### src/ucode_dl_defs.vh
// Purpose: constants for the microcode download command interpreter
// Assumes: included by bare name
// Notes:   definitions only
`ifndef UCODE_DL_DEFS_VH
`define UCODE_DL_DEFS_VH

`define OPC_UCODE_DL      8'h92
`define SUB_OFS_SAVE      8'h03
`define SUB_FULL_SAVE     8'h07
`define SUB_OFS_DEFER     8'h0E
`define SUB_ACTIVATE      8'h0F
`define ERR_CRC_BIT       7
`define ERR_UNC_BIT       6
`define ERR_ABORT_BIT     2
`define STS_FAULT_BIT     5
`define STS_SENSE_BIT     1
`define STS_ERR_BIT       0
`define SECTOR_BYTES      512
`define VERIFY_TIME_NS    200
`define CLK_PERIOD_NS     20
`define VERIFY_CYCLES     ((`VERIFY_TIME_NS + `CLK_PERIOD_NS - 1) / `CLK_PERIOD_NS)

`endif

### src/microcode_download_command.v
// Purpose: interpreter of the microcode download command on the device
// Assumes: host keeps its side of the protocol; inputs synchronous
// Notes:   image content is opaque; verify and reload are external
//
// How it works
// - Opcode 92h selects this command; others are ignored.
// - Only subcommands 03h, 07h, 0Eh, 0Fh are accepted; others abort.
// - Security locked state aborts the command whatever the subcommand.
// - Abort sets error bit 2 and status error bit.
// - Block count is sector number byte high, count byte low.
// - Zero block count transfers no data.
// - Offset comes from LBA 23:8, used only with 03h and 0Eh.
// - Offset is counted in 512-byte units of the image.
// - Out-of-sequence offset aborts and discards received segments.
// - Final segment is verified and saved; immediate modes activate then.
// - Subcommand 0Eh stores the image pending, not active.
// - Pending image is activated only by subcommand 0Fh.
// - Reset discards partial downloads and pending images.
// - Reload with spin-up disabled requests a spin-down.
// - Failed requested reload sets uncorrectable flag; otherwise never.
// - Error completion shows CRC bit 7, status bits 5, 1, 0.
`timescale 1ns/1ns
`default_nettype none
`include "ucode_dl_defs.vh"
module microcode_download_command (
  // Clock and reset
  input  wire        clk_sys,
  input  wire        srst,
  // Command block from the host
  input  wire        cmd_valid,
  input  wire [7:0]  cmd_opcode,
  input  wire [7:0]  cmd_feature,
  input  wire [7:0]  cmd_count,
  input  wire [27:0] cmd_lba,
  output wire        cmd_ready,
  // Device state
  input  wire        security_locked,
  input  wire        spinup_disabled,
  input  wire        iface_crc_err,
  input  wire        dev_fault,
  input  wire        sense_avail,
  // Sector data stream
  input  wire        sect_valid,
  output wire        sect_ready,
  input  wire        last_segment,
  input  wire        reload_requested,
  // Verify and save engine
  output reg         verify_start_q,
  input  wire        verify_done,
  input  wire        verify_ok,
  input  wire        reload_ok,
  // Image state and actions
  output reg         image_pending_q,
  output reg         image_activate_q,
  output reg         discard_q,
  output reg         spin_down_q,
  output reg  [15:0] xfer_offset_q,
  // Completion
  output reg         done_q,
  output reg  [7:0]  error_reg_q,
  output reg  [7:0]  status_reg_q,
  output reg  [15:0] exp_offset_q
);

  // ************************************************************
  // States
  // ************************************************************
  localparam [2:0] ST_IDLE   = 3'd0;
  localparam [2:0] ST_DATA   = 3'd1;
  localparam [2:0] ST_VERIFY = 3'd2;
  localparam [2:0] ST_WAIT   = 3'd3;
  localparam [2:0] ST_DONE   = 3'd4;
  // Minimum verify latency, held as an integer so no bits are cut
  localparam integer VWAIT_LIMIT = `VERIFY_CYCLES;

  reg [2:0]  state_q;
  reg [15:0] remain_q;
  reg        defer_q;
  reg        last_q;
  reg        reload_q;
  reg        is_ofs_q;
  reg [7:0]  vwait_q;

  wire       sub_valid;
  wire       sub_uses_ofs;
  wire       sub_defer;
  wire       sub_activate;
  wire [15:0] blk_count;
  wire [15:0] seg_offset;
  wire       ofs_bad;
  wire       take;

  ucode_subcmd_check u_sub (
    .subcmd       (cmd_feature),
    .sub_valid    (sub_valid),
    .sub_uses_ofs (sub_uses_ofs),
    .sub_defer    (sub_defer),
    .sub_activate (sub_activate)
  );

  assign blk_count  = {cmd_lba[7:0], cmd_count};
  // Offset in 512-byte sectors, so it adds directly to block counts
  assign seg_offset = sub_uses_ofs ? cmd_lba[23:8] : 16'h0000;
  assign ofs_bad    = sub_uses_ofs && (seg_offset != exp_offset_q);
  assign cmd_ready  = (state_q == ST_IDLE);
  // Partial sectors cannot arise: the stream moves whole sectors only
  assign sect_ready = (state_q == ST_DATA);
  assign take       = cmd_valid && cmd_ready &&
                      (cmd_opcode == `OPC_UCODE_DL);

  // ************************************************************
  // Command sequencer
  // ************************************************************
  always @(posedge clk_sys) begin
    if (srst) begin
      state_q          <= ST_IDLE;
      remain_q         <= 16'h0000;
      defer_q          <= 1'b0;
      last_q           <= 1'b0;
      reload_q         <= 1'b0;
      is_ofs_q         <= 1'b0;
      vwait_q          <= 8'h00;
      verify_start_q   <= 1'b0;
      image_pending_q  <= 1'b0;
      image_activate_q <= 1'b0;
      discard_q        <= 1'b1;
      spin_down_q      <= 1'b0;
      xfer_offset_q    <= 16'h0000;
      done_q           <= 1'b0;
      error_reg_q      <= 8'h00;
      status_reg_q     <= 8'h00;
      exp_offset_q     <= 16'h0000;
    end else begin
      verify_start_q   <= 1'b0;
      image_activate_q <= 1'b0;
      discard_q        <= 1'b0;
      spin_down_q      <= 1'b0;
      done_q           <= 1'b0;
      case (state_q)
        ST_IDLE: begin
          if (take) begin
            error_reg_q  <= 8'h00;
            status_reg_q <= 8'h00;
            if (security_locked || !sub_valid || ofs_bad) begin
              error_reg_q[`ERR_ABORT_BIT] <= 1'b1;
              error_reg_q[`ERR_CRC_BIT]   <= iface_crc_err;
              status_reg_q[`STS_ERR_BIT]  <= 1'b1;
              status_reg_q[`STS_FAULT_BIT] <= dev_fault;
              status_reg_q[`STS_SENSE_BIT] <= sense_avail;
              if (ofs_bad) begin
                discard_q <= 1'b1;
              end
              exp_offset_q <= 16'h0000;
              state_q      <= ST_DONE;
            end else if (sub_activate) begin
              if (image_pending_q) begin
                image_activate_q <= 1'b1;
                image_pending_q  <= 1'b0;
                spin_down_q      <= spinup_disabled;
              end
              state_q <= ST_DONE;
            end else begin
              defer_q       <= sub_defer;
              is_ofs_q      <= sub_uses_ofs;
              remain_q      <= blk_count;
              xfer_offset_q <= seg_offset;
              last_q        <= 1'b0;
              reload_q      <= 1'b0;
              if (sub_uses_ofs) begin
                exp_offset_q <= exp_offset_q + blk_count;
              end
              state_q <= (blk_count == 16'h0000) ? ST_DONE : ST_DATA;
            end
          end
        end
        ST_DATA: begin
          if (sect_valid) begin
            remain_q      <= remain_q - 16'h0001;
            xfer_offset_q <= xfer_offset_q + 16'h0001;
            if (last_segment) begin
              last_q <= 1'b1;
            end
            if (reload_requested) begin
              reload_q <= 1'b1;
            end
            if (remain_q == 16'h0001) begin
              // Full-image mode ends every command as a complete image
              if (last_segment || last_q || !is_ofs_q) begin
                state_q <= ST_VERIFY;
              end else begin
                state_q <= ST_DONE;
              end
            end
          end
        end
        ST_VERIFY: begin
          verify_start_q <= 1'b1;
          vwait_q        <= 8'h00;
          state_q        <= ST_WAIT;
        end
        ST_WAIT: begin
          // Hold off sampling for the minimum verify latency
          if ({24'h000000, vwait_q} < VWAIT_LIMIT) begin
            vwait_q <= vwait_q + 8'h01;
          end else if (verify_done) begin
            exp_offset_q <= 16'h0000;
            if (!verify_ok) begin
              discard_q                    <= 1'b1;
              error_reg_q[`ERR_ABORT_BIT]  <= 1'b1;
              error_reg_q[`ERR_CRC_BIT]    <= iface_crc_err;
              status_reg_q[`STS_ERR_BIT]   <= 1'b1;
              status_reg_q[`STS_FAULT_BIT] <= dev_fault;
              status_reg_q[`STS_SENSE_BIT] <= sense_avail;
            end else if (defer_q) begin
              image_pending_q <= 1'b1;
            end else begin
              image_pending_q  <= 1'b0;
              image_activate_q <= 1'b1;
              spin_down_q      <= spinup_disabled;
              if (reload_q && !reload_ok) begin
                error_reg_q[`ERR_UNC_BIT]    <= 1'b1;
                error_reg_q[`ERR_CRC_BIT]    <= iface_crc_err;
                status_reg_q[`STS_ERR_BIT]   <= 1'b1;
                status_reg_q[`STS_FAULT_BIT] <= dev_fault;
                status_reg_q[`STS_SENSE_BIT] <= sense_avail;
              end
            end
            state_q <= ST_DONE;
          end
        end
        ST_DONE: begin
          done_q  <= 1'b1;
          state_q <= ST_IDLE;
        end
        default: begin
          state_q <= ST_IDLE;
        end
      endcase
    end
  end

endmodule // microcode_download_command
`default_nettype wire

### src/ucode_subcmd_check.v
// Purpose: classify the subcommand byte of the download command
// Assumes: combinational, one cycle of decode
// Notes:   offset use is limited to the two offset-method subcommands
`timescale 1ns/1ns
`default_nettype none
`include "ucode_dl_defs.vh"
module ucode_subcmd_check (
  // Subcommand in
  input  wire [7:0] subcmd,
  // Decode out
  output wire       sub_valid,
  output wire       sub_uses_ofs,
  output wire       sub_defer,
  output wire       sub_activate
);
  assign sub_valid    = (subcmd == `SUB_OFS_SAVE) ||
                        (subcmd == `SUB_FULL_SAVE) ||
                        (subcmd == `SUB_OFS_DEFER) ||
                        (subcmd == `SUB_ACTIVATE);
  assign sub_uses_ofs = (subcmd == `SUB_OFS_SAVE) ||
                        (subcmd == `SUB_OFS_DEFER);
  assign sub_defer    = (subcmd == `SUB_OFS_DEFER);
  assign sub_activate = (subcmd == `SUB_ACTIVATE);
endmodule // ucode_subcmd_check
`default_nettype wire
### config.mk
export PLATFORM = sky130hd
export DESIGN_NAME = microcode_download_command
export DESIGN_NICKNAME = d
export VERILOG_FILES = /design/src/microcode_download_command.v /design/src/ucode_subcmd_check.v
export VERILOG_INCLUDE_DIRS = /design/src
export SDC_FILE = /design/constraint.sdc
export NUM_CORES = 1
export LEC_CHECK = 0
export ABC_AREA = 0
export BUFFER_PORTS_ARGS = -buffer_cell sky130_fd_sc_hd__buf_2
export CORE_MARGIN = 4
export CORE_UTILIZATION = 45
export DETAILED_ROUTE_END_ITERATION = 8
export PLACE_DENSITY = 0.65
export SETUP_SLACK_MARGIN = 0.3
export SLEW_MARGIN = 20
export SYNTH_ARGS = -nofsm -noshare
export SYNTH_HDL_FRONTEND = slang
export SYNTH_SLANG_ARGS = --single-unit
### constraint.sdc
create_clock -name clk_sys -period 3.2 [get_ports clk_sys]
set_clock_uncertainty 0.1 [all_clocks]
set_input_delay 0.16 -clock clk_sys [delete_from_list [all_inputs] [get_ports clk_sys]]
set_output_delay 0.16 -clock clk_sys [all_outputs]
set_load 0.05 [all_outputs]
==> summary.txt, run 1 <==
Outcome
  • Outcome: finished, final reports clean

Route
  • DRC marker count from the first detailed-route iteration: 412
  • Post-Route WL: 16,600 um
  • Antenna-violating nets left: 0
  • Vias per Instance: 6.03
  • Vias: 5,629
  • Wire per inst: 17.8 um
  • Pre-antenna DRT Iters: 5
  • Residual DRC: 0

Synth
  • Ys async rst share: 0%
  • Post-synth top area cell: dfxtp_1
  • Top cells by count, synth: 75 x dfxtp_1, 72 x nor2_1, 68 x nand2_1
  • Distinct cells, synth: 76
  • Post-synthesis cell count: 683
  • Synth warn: 0
  • Sequential fraction of the synthesis area: 28.8%
  • Synth Register Bits: 75
  • Synth Flop Type: dfxtp_1
  • Top cells by area, synth: dfxtp_1 29%, a21oi_1 5.8%, o21ai_0 5.5%
  • Mapped cell area: 5220 um2
  • Synth top area share: 28.8%
  • Top-count cell post-synth: dfxtp_1
  • Syn Area/Cell: 7.64 um2
  • EDFF count, synth: 0

CTS
  • Htree depth: 3
  • Clk buf depth: 2
  • CTS root buffer: clkbuf_16
  • Post-CTS setup buffer count: 0
  • Clock transition at path regs: 60 ps
  • CTS tree: built
  • Clk Latency, worst-skew pair: 340 ps
  • TritonCTS buffer count: 9
  • CTS sink cnt: 75

Worst setup path
  • Bufs and invs on worst path: 0
  • Crit end category: register
  • Worst Reg-to-Reg Cells: 10
  • Critical Path Fanout Max: 6
  • Class of the most critical setup path: reg -> reg
  • Cell Chain, Critical Path: ha_1 -> fa_1 -> a21o_1 -> a21oi_2 -> nor2b_1 -> o31a_1 -> o211ai_1 -> mux2i_1 -> o311ai_1 -> a21oi_1
  • Critical path's slowest cell: fa_1
  • WP depth: 10
  • Largest delay share family, worst path: compound AO/OA/AOI/OAI gates
  • Crit path DAT: 2800 ps
  • CP Launch Type: register
  • CP max stage delay: 410 ps
  • WP data required: 3290 ps

GRT
  • Total track usage: 24.6%
  • Antenna violations before repair: 0
  • Pin count of the biggest net entering global routing: 68
  • Vias in the first global route: 5,279
  • Remaining Overflow, GRT: 0
  • First-pass GRT wire length: 26,200 um

Cells and area
  • Layout cell share with drive strength beyond 1: 19.7%
  • Nets: 871
  • Area Overhead vs Synth: 19.0%
  • Final instance area: 6210 um2
  • N_diodes: 0

Timing
  • Final setup fails: 0
  • Fin. Hold Viols: 0
  • Rel. slew slack: 48.5%
  • Tmin final: 2710 ps
  • Slew at the pin closest to its max-slew limit: 772 ps
  • Achievable Freq: 0.368 GHz
  • Max Slew Vio Count: 0
  • Final period util: 84.8%
  • RSZ-0062 raised after global routing: yes
  • Setup_tns: 0 ps

Power and ir drop
  • Peak VDD IR: 355 uV
  • Leak: 2.56 nW
  • Power Density: 434 nW/um2

Die
  • Die X: 116 um
  • Row cnt: 39
  • Core area: 11,400 um2
  • Die H: 116 um
  • Die area: 13,400 um2
  • Starting density of the core: 45.9%
  • IO Pins: 122

Place
  • PortBufs: 107
  • GP Congestion: 0.932
  • Post-DP HPWL: 12,300 um
  • Placed inst area: 5860 um2

Hold path
  • Worst hold path class: in -> reg
  • Hold Path Depth: 3

Job
  • Number of max-cap violations: 0
-- cells by family (layout without fill, tap and decap cells) --
family,after synthesis,count (layout),synth area share (%)
xor gates and xnor gates,26,26,4.36
buffers and inverters,64,162,5.73
and+or+nand+nor,273,273,26.9
DFF,75,75,28.8
other,1,10,0.0718
adders and majority gates,20,20,4.94
muxes,6,6,1.17
AOI/OAI and AO/OA,218,218,28.0
-- sequential cells by signal, indices dropped and copies added, names as in the netlist, 3 cells and up --
| register | cells |
|---|---|
| error_reg_q | 3 |
| xfer_offset_q | 16 |
| exp_offset_q | 16 |
| state_q | 3 |
| status_reg_q | 3 |
| remain_q | 16 |
| vwait_q | 8 |
-- cells in the final DEF (no fill, tap or decap), drive strengths merged, types with 11 or more instances in the layout --
cell type  instances
nand2             68
a21oi             61
dfxtp             75
o21ai             59
clkbuf            11
a22oi             15
nand3             30
inv               20
ha                19
and3              19
a221oi            12
nor2              73
xnor2             20
buf              121
nor3              20
-- routing by layer --
layer | vias to the layer above | wire length (um) | global-route usage [%]
met4 | 0 | 505 | 11.4
met5 | - | 0 | 0
met1 | 2682 | 7290 | 31.9
li1 | 2730 | - | -
met3 | 30 | 918 | 3.08
met2 | 187 | 7920 | 40.9
-- final cells by class --
class,count,area (um2)
Tap cell,143,179
Multi-Input combinational cell,553,3460
Fill cell,1104,5160
Clock inverter,5,62.6
Clock buffer,11,243
Inverter,21,78.8
Sequential cell,75,1500
Timing Repair Buffer,125,684
-- per-stage QoR --
stage                     util [%]  cells  hold slack, ps  power [mW]  setup slack, ps
after floorplan                  -    692             148        1.48              350
after global placement        51.5    913             264        1.65              371
after detailed placement      51.5    913             269        1.66              343
after CTS                     54.6    933            18.6        2.71              315
after global routing          54.6    933            35.4        2.82              285
final                         54.6    933            30.2        2.70              486
-- final timing paths --
| check | endpoint | from | slack (ps) |
|---|---|---|---|
| worst max-delay path | exp_offset_q[14] | exp_offset_q[0] | 490 |
| worst min-delay path | reload_q | reload_requested | 30 |
| worst max register to register | exp_offset_q[14] | exp_offset_q[0] | 490 |
| worst min register to register | status_reg_q[1] | status_reg_q[1] | 350 |
-- worst min-delay path, delay by kind of cell --
family / cells / cell delay (ps)
compound gates: 2 / 150
buf+inv: 1 / 110
-- power by group --
part / total [mW] / switching (mW) / internal [mW] / leakage (nW)
logic: 0.642 / 0.447 / 0.195 / 1.82
clock network: 1.04 / 0.416 / 0.628 / 0.142
registers: 1.01 / 0.0373 / 0.972 / 0.605
total: 2.70 / 0.901 / 1.80 / 2.56
-- repair_timing --
item / in CTS / in global routing
setup endpoints to repair: 0 / 4
hold buffers: 4 / 0
hold endpoints to repair: 4 / 0
gates resized for setup: 0 / 3
No activity file was read; power rests on OpenSTA's default activity.
==> inputs of run 2 (changes only) <==
==> constraint.sdc (replaced) <==
create_clock -name clk_sys -period 2.7 [get_ports clk_sys]
set_clock_uncertainty 0.1 [all_clocks]
set_input_delay 0.135 -clock clk_sys [delete_from_list [all_inputs] [get_ports clk_sys]]
set_output_delay 0.135 -clock clk_sys [all_outputs]
set_load 0.05 [all_outputs]
==> summary.txt, run 2 (synthesis gave the netlist of run 1 again) <==
Timing
  • Achievable Freq: 0.384 GHz (+4.2%)
  • Slew at the pin closest to its max-slew limit: 785 ps (+12.5 ps)
  • Final setup fails: 0 (unchanged)
  • Tmin final: 2600 ps (-109 ps)
  • Rel. slew slack: 47.7% (-0.83 points)
  • Final period util: 96.5% (+12 points)
  • RSZ-0062 raised after global routing: yes
  • Max Slew Vio Count: 0 (unchanged)
  • Fin. Hold Viols: 0 (unchanged)
  • Setup_tns: 0 ps (unchanged)

Route
  • DRC marker count from the first detailed-route iteration: 427 (+3.6%)
  • Wire per inst: 18.9 um (+6.2%)
  • Residual DRC: 0 (unchanged)
  • Pre-antenna DRT Iters: 5 (unchanged)
  • Post-Route WL: 18,500 um (+11%)
  • Vias per Instance: 6.11 (+1.2%)
  • Antenna-violating nets left: 0 (unchanged)
  • Vias: 5,962 (+5.9%)

Cells and area
  • Top flop regs: exp_offset_q: 16 flops, remain_q: 16 flops, xfer_offset_q: 16 flops
  • Most frequent cells in the layout: 107 x buf_2, 70 x nor2_1, 67 x nand2_1, 57 x dfxtp_1, 55 x a21oi_1
  • Nets: 913 (+4.8%)
  • Final instance area: 7110 um2 (+14%)
  • Post-Route Utilization: 62.5% (+7.9 points)
  • Area Overhead vs Synth: 36.1%
  • Final Non-Filler Cells: 976 (+4.6%)
  • Layout cell share with drive strength beyond 1: 33.2% (+13 points)
  • Commonest non-fill, non-tap cell in the layout: buf_2

Die
  • Die X: 116 um (unchanged)
  • Core area: 11,400 um2 (unchanged)
  • IO Pins: 122 (unchanged)
  • Starting density of the core: 45.9% (unchanged)
  • Row cnt: 39 (unchanged)
  • Die H: 116 um (unchanged)
  • Die area: 13,400 um2 (unchanged)

Place
  • PortBufs: 107 (unchanged)
  • Post-DP HPWL: 12,900 um (+4.2%)
  • GP Congestion: 0.943 (+1.1%)
  • Placed inst area: 6110 um2 (+4.4%)
  • Placed cell count: 930 (+1.9%)

Worst setup path
  • Class of the most critical setup path: reg -> reg
  • Bufs and invs on worst path: 6 (+6)
  • Critical Path Most Common Cell: buf_6
  • Critical Path Fanout Max: 6 (unchanged)
  • Crit end category: register
  • Critical path's slowest cell: dfxtp_4
  • CP max stage delay: 340 ps (-70 ps)
  • Crit path DAT: 2760 ps (-40 ps)
  • Cell Chain, Critical Path: buf_6 -> buf_6 -> nor4bb_2 -> o21ai_1 -> a22oi_2 -> nand4_4 -> buf_6 -> a21boi_4 -> buf_6 -> buf_16 -> buf_6 -> nor3_2 -> a311oi_1
  • WP data required: 2860 ps (-430 ps)
  • Largest delay share family, worst path: compound AO/OA/AOI/OAI gates
  • CP Launch Type: register
  • R2R Path Start: exp_offset_q[0]
  • Crit path launch: exp_offset_q[0]

CTS
  • Htree depth: 3 (unchanged)
  • Clock transition at path regs: 60 ps (about the same)
  • CTS tree: built
  • CTS sink cnt: 75 (unchanged)
  • Clk buf depth: 2 (unchanged)
  • TritonCTS buffer count: 9 (unchanged)
  • Clk Latency, worst-skew pair: 350 ps (about the same)
  • CTS root buffer: clkbuf_16

Power and ir drop
  • Peak VDD IR: 475 uV (+34%)
  • Total power: 3.32 mW (+23%)
  • Clock Power Share: 38.4% (-0.3 points)
  • Logic pwr share: 25.7% (+1.9 points)
  • Register share of total power: 35.9% (-1.6 points)
  • Sw Ratio: 34.0% (+0.64 points)
  • Power Density: 468 nW/um2 (+7.7%)
  • Leak: 2.88 nW (+12%)
  • Sw power: 1.13 mW (+26%)
  • Internal cell power: 2.19 mW (+22%)

GRT
  • Remaining Overflow, GRT: 0 (unchanged)
  • Total track usage: 26.5% (+1.9 points)
  • First-pass GRT wire length: 27,900 um (+6.5%)
  • Vias in the first global route: 5,548 (+5.1%)
  • Pin count of the biggest net entering global routing: 68 (unchanged)
  • Antenna violations before repair: 1 (+1)

Hold path
  • Worst hold path class: in -> reg
  • Hold_sp: cmd_lba[13]

Outcome
  • Outcome: finished, final reports clean

Job
  • Number of max-cap violations: 0 (unchanged)
## run 2: cell count changes in the layout (fill, tap and decap cells not counted), moves of 11 or more
cell / previous run / this run
nand3_1: 30 / 18
buf_4: 13 / 34
o21ai_0: 57 / 35
dfxtp_2: 0 / 12
dfxtp_1: 75 / 57
nand3_2: 0 / 11
o21ai_2: 0 / 14
## run 2: per-layer routing
layer  global-route usage [%]  up-vias  wire length, um
li1                         -     2815                -
met1                     33.6     2834             7630
met2                     43.9      265             8910
met3                     5.54       48             1330
met4                     11.1        0              607
met5                        0        -                0
## run 2: stage by stage
step                setup slack (ps)  hold slack (ps)
floorplan                        149              123
global placement                47.5              241
detailed placement              39.3              253
CTS                              131             32.6
global route                   -37.0             50.6
finish                          95.6             36.7
## run 2: path summary, 6_finish.rpt
kind / slack (ps) / to / cells after the start
setup reg to reg: 100 / xfer_offset_q[5] / 13
hold / removal: 40 / xfer_offset_q[5] / 3
hold reg to reg: 360 / status_reg_q[1] / 2
setup / recovery: 100 / xfer_offset_q[5] / 13
## run 2: repair_timing
action	CTS	global route
setup endpoints to repair	19	59
cloned	3	2
buffers inserted	4	13
resized for setup	15	79
hold buffers	7	0
pin swaps	15	49
endpoints found under the hold margin	7	0
## run 2: area by class of cell
type                            instances  area, um2
Antenna cell                            1       2.50
Multi-Input combinational cell        553       3800
Timing Repair Buffer                  167       1190
Fill cell                             992       4260
Inverter                               21       78.8
Clock buffer                           11        253
Sequential cell                        75       1540
Tap cell                              143        179
Clock inverter                          5       60.1
## run 2: power groups by stage
stage	clock network (mW)	registers, mW	logic (mW)
floorplan	0	1.31	0.466
global placement	0	1.21	0.771
detailed placement	0	1.22	0.786
CTS	1.29	1.19	0.810
global route	1.34	1.20	0.918
finish	1.28	1.19	0.854
## run 2: worst register-to-register path, delay by kind of cell, from the launching register on
| family | cells | cell delay [ps] |
|---|---|---|
| AO/OA/AOI/OAI | 4 | 860 |
| flip-flops | 1 | 340 |
| AND/OR/NAND/NOR | 3 | 460 |
| buffers and inverters | 6 | 760 |
